<file path="config.mk">
export PLATFORM = sky130hd
export DESIGN_NAME = gspd_decoder
export DESIGN_NICKNAME = d
export VERILOG_FILES = /design/src/include/gspd_pkg.sv /design/src/rtl/gspd_decoder.sv
export VERILOG_INCLUDE_DIRS = /design/src /design/src/include
export SDC_FILE = /design/constraint.sdc
export NUM_CORES = 2
export LEC_CHECK = 0
export BUFFER_PORTS_ARGS = -buffer_cell sky130_fd_sc_hd__buf_2
export CAP_MARGIN = 15
export CORE_UTILIZATION = 50
export CTS_BUF_LIST = sky130_fd_sc_hd__clkbuf_16
export DETAILED_ROUTE_END_ITERATION = 10
export HOLD_SLACK_MARGIN = 0.08
export PLACE_DENSITY = 0.66
export SYNTH_ARGS = -nofsm -noshare
export SYNTH_HDL_FRONTEND = slang
export SYNTH_SLANG_ARGS = --single-unit
export TNS_END_PERCENT = 50
</file>
<file path="constraint.sdc">
create_clock -name CLK -period 4.8 [get_ports CLK]
set_clock_uncertainty 0.05 [all_clocks]
set_input_delay 0.48 -clock CLK [delete_from_list [all_inputs] [get_ports CLK]]
set_output_delay 0.48 -clock CLK [all_outputs]
set_load 0.005 [all_outputs]
</file>
<file path="src/include/gspd_regs.svh">
// How it works
// - Three separate width tables are kept: 31 entries for A and C, 63 for B.
// - No entry exceeds 124 ticks and the pulse counter reaches that length.
// - Colors A and C use a 5-bit code and color B a 6-bit code.
// - Reset defaults rise 4 ticks per level for A and C and 2 for B.
// - The two lowest gray levels, codes 0 and 1, get pre-charge only and no current drive.
// - Opcode B8h loads table B, BCh loads table A and BDh loads table C.
// - Outputs switch on 100ms after the display-on command.
// - Reset returns every table and control value to its default.
// - Opcode B9h replaces all tables with the built-in linear table.
// - Each row runs four phases, drive last, then returns to reset phase, or to idle when outputs are off.
`ifndef GSPD_REGS_SVH
`define GSPD_REGS_SVH
`define GSPD_OP_LUT_B    8'hB8
`define GSPD_OP_LUT_A    8'hBC
`define GSPD_OP_LUT_C    8'hBD
`define GSPD_OP_LINEAR   8'hB9
`define GSPD_OP_DISP_ON  8'hAF
`define GSPD_OP_DISP_OFF 8'hAE
`define GSPD_LEVELS_AC   31
`define GSPD_LEVELS_B    63
`define GSPD_STEP_AC     4
`define GSPD_STEP_B      2
`define GSPD_MAX_WIDTH   124
`define GSPD_ON_DELAY_MS 100
`define GSPD_CLK_HZ      20000000
`define GSPD_PH1_TICKS   8'h04
`define GSPD_PH2_TICKS   8'h04
`define GSPD_PH3_TICKS   8'h04
`endif

</file>
<file path="src/include/gspd_pkg.sv">
`default_nettype none
package gspd_pkg;
    typedef enum logic [2:0] {
        PH_IDLE  = 3'b000,
        PH_RESET = 3'b001,
        PH_PRE1  = 3'b010,
        PH_PRE2  = 3'b011,
        PH_DRIVE = 3'b100
    } gspd_phase_t;
    typedef enum logic [1:0] {
        LD_NONE = 2'b00,
        LD_A    = 2'b01,
        LD_B    = 2'b10,
        LD_C    = 2'b11
    } gspd_load_t;
endpackage
`default_nettype wire

</file>
<file path="src/rtl/gspd_decoder.sv">
`include "gspd_regs.svh"
`default_nettype none
module gspd_decoder #(
    parameter int NSEG        = 4,
    parameter int ON_DELAY_CYC =
        `GSPD_ON_DELAY_MS * (`GSPD_CLK_HZ / 1000)
) (
    input  wire logic              CLK,
    input  wire logic              RST_N,
    input  wire logic              CMD_VALID,
    input  wire logic              CMD_IS_DATA,
    input  wire logic [7:0]        CMD_BYTE,
    input  wire logic              DISPLAY_TICK,
    input  wire logic              ROW_START,
    input  wire logic [5*NSEG-1:0] CODE_A,
    input  wire logic [6*NSEG-1:0] CODE_B,
    input  wire logic [5*NSEG-1:0] CODE_C,
    output logic                   OUTPUTS_ON,
    output logic [2:0]             PHASE,
    output logic                   ROW_DONE,
    output logic [NSEG-1:0]        DRIVE_A,
    output logic [NSEG-1:0]        DRIVE_B,
    output logic [NSEG-1:0]        DRIVE_C
);
    logic [6:0] lut_a [1:`GSPD_LEVELS_AC];
    logic [6:0] lut_b [1:`GSPD_LEVELS_B];
    logic [6:0] lut_c [1:`GSPD_LEVELS_AC];
    gspd_pkg::gspd_load_t  load;
    logic [5:0]            load_idx;
    gspd_pkg::gspd_phase_t phase;
    logic [7:0]            ph_cnt;
    logic [6:0]            drv_cnt;
    logic [31:0]           on_cnt;
    logic                  on_pend;
    logic                  wr;
    logic [5:0]            last_idx;

    assign wr = CMD_VALID && CMD_IS_DATA && load != gspd_pkg::LD_NONE;
    assign last_idx = (load == gspd_pkg::LD_B) ? 6'(`GSPD_LEVELS_B)
                                               : 6'(`GSPD_LEVELS_AC);

    // Command routing and load progress
    always_ff @(posedge CLK) begin
        if (!RST_N) begin
            load     <= gspd_pkg::LD_NONE;
            load_idx <= 6'h01;
        end else if (CMD_VALID && !CMD_IS_DATA) begin
            load_idx <= 6'h01;
            case (CMD_BYTE)
                `GSPD_OP_LUT_B: load <= gspd_pkg::LD_B;
                `GSPD_OP_LUT_A: load <= gspd_pkg::LD_A;
                `GSPD_OP_LUT_C: load <= gspd_pkg::LD_C;
                default:        load <= gspd_pkg::LD_NONE;
            endcase
        end else if (wr) begin
            if (load_idx == last_idx) begin
                load <= gspd_pkg::LD_NONE;
            end
            load_idx <= load_idx + 6'h01;
        end
    end

    // Tables with linear defaults
    genvar g;
    generate
        for (g = 1; g <= `GSPD_LEVELS_B; g++) begin : g_lut_b
            always_ff @(posedge CLK) begin
                if (!RST_N || (CMD_VALID && !CMD_IS_DATA
                        && CMD_BYTE == `GSPD_OP_LINEAR)) begin
                    lut_b[g] <= 7'((g - 1) * `GSPD_STEP_B);
                end else if (wr && load == gspd_pkg::LD_B
                        && load_idx == 6'(g)) begin
                    lut_b[g] <= (CMD_BYTE > `GSPD_MAX_WIDTH)
                        ? 7'(`GSPD_MAX_WIDTH) : CMD_BYTE[6:0];
                end
            end
        end
        for (g = 1; g <= `GSPD_LEVELS_AC; g++) begin : g_lut_ac
            always_ff @(posedge CLK) begin
                if (!RST_N || (CMD_VALID && !CMD_IS_DATA
                        && CMD_BYTE == `GSPD_OP_LINEAR)) begin
                    lut_a[g] <= 7'((g - 1) * `GSPD_STEP_AC);
                    lut_c[g] <= 7'((g - 1) * `GSPD_STEP_AC);
                end else if (wr && load_idx == 6'(g)) begin
                    if (load == gspd_pkg::LD_A) begin
                        lut_a[g] <= (CMD_BYTE > `GSPD_MAX_WIDTH)
                            ? 7'(`GSPD_MAX_WIDTH) : CMD_BYTE[6:0];
                    end
                    if (load == gspd_pkg::LD_C) begin
                        lut_c[g] <= (CMD_BYTE > `GSPD_MAX_WIDTH)
                            ? 7'(`GSPD_MAX_WIDTH) : CMD_BYTE[6:0];
                    end
                end
            end
        end
    endgenerate

    // Display on delay
    always_ff @(posedge CLK) begin
        if (!RST_N) begin
            OUTPUTS_ON <= 1'b0;
            on_pend    <= 1'b0;
            on_cnt     <= 32'h0;
        end else if (CMD_VALID && !CMD_IS_DATA
                && CMD_BYTE == `GSPD_OP_DISP_OFF) begin
            OUTPUTS_ON <= 1'b0;
            on_pend    <= 1'b0;
        end else if (CMD_VALID && !CMD_IS_DATA
                && CMD_BYTE == `GSPD_OP_DISP_ON && !OUTPUTS_ON) begin
            on_pend <= 1'b1;
            on_cnt  <= 32'h0;
        end else if (on_pend) begin
            if (on_cnt == 32'(ON_DELAY_CYC - 1)) begin
                OUTPUTS_ON <= 1'b1;
                on_pend    <= 1'b0;
            end
            on_cnt <= on_cnt + 32'h1;
        end
    end

    // Four-phase row sequencer, counted in display ticks
    always_ff @(posedge CLK) begin
        if (!RST_N) begin
            phase    <= gspd_pkg::PH_IDLE;
            ph_cnt   <= 8'h00;
            drv_cnt  <= 7'h00;
            ROW_DONE <= 1'b0;
        end else begin
            ROW_DONE <= 1'b0;
            case (phase)
                gspd_pkg::PH_IDLE: begin
                    if (ROW_START && OUTPUTS_ON) begin
                        phase  <= gspd_pkg::PH_RESET;
                        ph_cnt <= 8'h00;
                    end
                end
                gspd_pkg::PH_RESET: begin
                    if (DISPLAY_TICK) begin
                        ph_cnt <= ph_cnt + 8'h01;
                        if (ph_cnt == `GSPD_PH1_TICKS - 8'h01) begin
                            phase  <= gspd_pkg::PH_PRE1;
                            ph_cnt <= 8'h00;
                        end
                    end
                end
                gspd_pkg::PH_PRE1: begin
                    if (DISPLAY_TICK) begin
                        ph_cnt <= ph_cnt + 8'h01;
                        if (ph_cnt == `GSPD_PH2_TICKS - 8'h01) begin
                            phase  <= gspd_pkg::PH_PRE2;
                            ph_cnt <= 8'h00;
                        end
                    end
                end
                gspd_pkg::PH_PRE2: begin
                    if (DISPLAY_TICK) begin
                        ph_cnt <= ph_cnt + 8'h01;
                        if (ph_cnt == `GSPD_PH3_TICKS - 8'h01) begin
                            phase   <= gspd_pkg::PH_DRIVE;
                            drv_cnt <= 7'h00;
                        end
                    end
                end
                gspd_pkg::PH_DRIVE: begin
                    if (DISPLAY_TICK) begin
                        drv_cnt <= drv_cnt + 7'h01;
                        if (drv_cnt == 7'(`GSPD_MAX_WIDTH - 1)) begin
                            ROW_DONE <= 1'b1;
                            phase    <= OUTPUTS_ON ? gspd_pkg::PH_RESET
                                                   : gspd_pkg::PH_IDLE;
                            ph_cnt   <= 8'h00;
                        end
                    end
                end
                default: phase <= gspd_pkg::PH_IDLE;
            endcase
        end
    end

    always_ff @(posedge CLK) begin
        if (!RST_N) begin
            PHASE <= 3'b000;
        end else begin
            PHASE <= phase;
        end
    end

    // Per-segment pulse comparison
    generate
        for (g = 0; g < NSEG; g++) begin : g_seg
            logic [4:0] ca;
            logic [5:0] cb;
            logic [4:0] cc;
            logic       drv;
            assign ca  = CODE_A[5*g +: 5];
            assign cb  = CODE_B[6*g +: 6];
            assign cc  = CODE_C[5*g +: 5];
            assign drv = phase == gspd_pkg::PH_DRIVE && OUTPUTS_ON;
            always_ff @(posedge CLK) begin
                if (!RST_N) begin
                    DRIVE_A[g] <= 1'b0;
                    DRIVE_B[g] <= 1'b0;
                    DRIVE_C[g] <= 1'b0;
                end else begin
                    DRIVE_A[g] <= drv && ca > 5'h01
                        && drv_cnt < lut_a[ca];
                    DRIVE_B[g] <= drv && cb > 6'h01
                        && drv_cnt < lut_b[cb];
                    DRIVE_C[g] <= drv && cc > 5'h01
                        && drv_cnt < lut_c[cc];
                end
            end
        end
    endgenerate
endmodule
`default_nettype wire

</file>
==> flow_summary_export.csv <==
group,metric,value,unit
clocking,cts_sinks,951,
die,ioPinCount,95,
critical_path,critPathMaxStageDelay,1010,ps
critical_path,crit_family,"simple AND/OR/NAND/NOR gates",
global_routing,grt_use_total,0.3916,
finish,stdcell_area,72050,um2
critical_path,path_max_fanout,12,
finish,syn2layout_area_growth,10.47,%
place,hpwl,181300,um
place,place_inst,6475,
clocking,cts-root-buf,"clkbuf_16",
synthesis,ys_ff_latch,951,
detailed_routing,antenna_left,0,
hold_path,hold_path_class,"input pin to flop",
timing,setup_slack,1166,ps
synthesis,syn_nets,5022,
timing,fin_hold_ws,182.5,ps
finish,final_common_cell,"mux4_2",
finish,drive_gt1_frac,0.3111,
critical_path,path_depth,4,
synthesis,async_flop_share,0,
detailed_routing,wl,257500,um
synthesis,syn_area,65220,um2
critical_path,cp.required,5110,ps
synthesis,synth_edf_count,875,
critical_path,r2r_cells,4,
die,die_y,363.2,um
die,rows,132,
detailed_routing,drt_first_iter_violations,9458,
timing,post-route-min-period,3634,ps
critical_path,r2r_slack,1170,ps
synthesis,synth_cell_types,77,
clocking,insertion_delay,760,ps
timing,rsz0062_at_grt,"false",
clocking,numCtsBuffers,104,
synthesis,syn_inst,4865,
timing,fmax,275.2,MHz
die,initial_core_util,0.5037,
detailed_routing,avgRoutedWirePerCell,38.44,um
finish,fin_util,0.5564,
timing,relSlewSlack,0.1457,
power,finalPower,22.27,mW
global_routing,antenna_found_initial,7,
timing,timing.setup.tns,0,ps
clocking,clkTransAtPathRegs,60,ps
critical_path,endpoint,"lut_b[51][6]$_SDFFCE_PN1P_",
clocking,post_cts_buffers,0,
detailed_routing,topRoutingLayerUsed,"met5",
timing,period_share,0.7571,
critical_path,worstSetupPathType,"flop to flop",
place,dpl_worst_slack,745.0,ps
finish,layout_common_cells,"956 x mux4_2, 875 x edfxtp_1, 679 x nor2_1",
synthesis,yosys_warnings,0,
finish,layout.cells.non_filler,6698,
clocking,postCtsHoldBufs,5,
place,placed_area,68270,um2
clocking,cts_tree,"yes",
synthesis,avgSynthCellArea,13.41,um2
timing,timing.final.max_slew_violations,0,
place,io_buffers,94,
die,die_area,131900,um2
global_routing,grt_max_degree,128,
detailed_routing,drt_first_pass_iters,6,
finish,fin_nets,5020,
global_routing,grt_pass1_vias,47850,
critical_path,arrival,3950,ps
die,dieWidth,363.2,um
timing,hold_violations,0,
detailed_routing,vias,50470,
synthesis,synth_ff_type,"edfxtp_1",
outcome,status,"finished clean",
detailed_routing,met2_length,109400,um
clocking,h-tree-depth,3,
critical_path,r2r-start,"load_idx[3]$_SDFFE_PP0P_",
critical_path,start_kind,"flop",
job,drv_cap,0,
timing,setup_viol,0,
finish,n_fill_cell,10580,
detailed_routing,detail_route.vias_per_cell,7.535,
critical_path,slowest_stage,"o21ai_0",
power,p_per_area,309.1,nW/um2
die,core_area,129500,um2
critical_path,crit_path_start,"load_idx[3]$_SDFFE_PP0P_",
critical_path,endpoint_kind,"flop",
synthesis,ys_seq_area_frac,0.4262,
detailed_routing,met3_length,43100,um
clocking,clock_tree.buffer_depth,3,
critical_path,crit_path_cell_trace,"nor2_1 > and2_1 > nand2_1 > o21ai_0",
critical_path,r2r-end,"lut_b[51][6]$_SDFFCE_PN1P_",
detailed_routing,drc,0,
timing,tightest_slew,1273,ps
power,ir_drop,0.0002971,V
clocking,cts-resized-gates,0,
detailed_routing,wl_met1,86330,um
global_routing,grt.overflow.total,0,
critical_path,critical_path_buf_inv_count,0,
place,place_congestion,1.031,
global_routing,grt_pass1_wl,362000,um
power,leakage,23.65,nW
[registers in the layout, summed over array words and instances (netlist names)]
signal / cells
DRIVE_B: 4
PHASE: 3
lut_b: 441
drv_cnt: 7
load: 2
phase: 3
DRIVE_C: 4
ROW_DONE: 1
ph_cnt: 8
lut_a: 217
lut_c: 217
on_pend: 1
OUTPUTS_ON: 1
DRIVE_A: 4
load_idx: 6
on_cnt: 32
[final cells by class]
cell class	instances	area (um2)	share of cell area
clock buffers	106	2653	0.03682
well taps	1742	2180	0.03025
inverters	24	90.09	0.001250
flip-flops and latches	951	27800	0.3858
clock inverters	90	939.7	0.01304
multi-input cells	3406	35270	0.4895
repair buffers	376	3113	0.04321
diodes	3	7.507	0.0001042
[power breakdown]
part	internal, mW	switching [mW]	leakage [nW]	total [mW]
combinational	1.80	1.98	12.7	3.79
sequential	9.40	0.444	9.14	9.84
clock	4.94	3.70	1.79	8.64
total	16.1	6.12	23.7	22.3
[tightest hold or removal path, stage by stage]
cell and delay, ps:
buf_2 220, nor2_4 110, nand2_1 60
[logic make-up after synthesis]
logic type | synth area share
AO/OA/AOI/OAI | 0.04504
adder cells (fa/ha/maj) | 0.01531
buffers and inverters | 0.03430
flip-flops | 0.4262
multiplexers | 0.3656
XOR/XNOR | 0.005909
AND/OR/NAND/NOR | 0.1077
[per-layer routing]
layer  global-route usage  vias to the layer above
li1                     -                    19510
met1               0.5119                    25270
met3               0.1500                      955
met5             0.003268                        -
met4               0.2351                       14
met2               0.5538                     4722
[cell usage after synthesis (25+ instances only)]
master    count  area (um2)
nand3_1      51       255.2
nor2_1      685        2571
dfxtp_1      76        1521
nor3_1      179       895.9
ha_1         79       988.5
xnor2_1      30       262.8
mux2i_1     212        2122
nand2_1     510        1914
edfxtp_1    875       26280
nor2b_1      43       269.0
a22o_1       26       227.7
buf_4        25       187.7
a221oi_1     25       219.0
o21ai_0     151       755.7
a21oi_1     114       570.6
clkbuf_1    290        1089
a211oi_1     40       300.3
buf_2       102       510.5
buf_1        54       202.7
mux4_2      956       21530
[how the worst min path moves through the flow]
stage	from	end	slack, ps	depth (start not counted)
after global placement	on_cnt[1]$_SDFFE_PN0P_	on_cnt[1]$_SDFFE_PN0P_	410	2
after detailed placement	on_cnt[1]$_SDFFE_PN0P_	on_cnt[1]$_SDFFE_PN0P_	420	2
final	CMD_BYTE[4]	lut_a[31][4]$_SDFFCE_PN1P_	180	3
after floorplan	on_cnt[1]$_SDFFE_PN0P_	on_cnt[1]$_SDFFE_PN0P_	400	2
after global routing	CMD_BYTE[4]	lut_a[15][4]$_SDFFCE_PN1P_	180	3
after CTS	CMD_BYTE[4]	lut_a[16][4]$_SDFFCE_PN1P_	120	3
(Power assumes the default switching activity.)
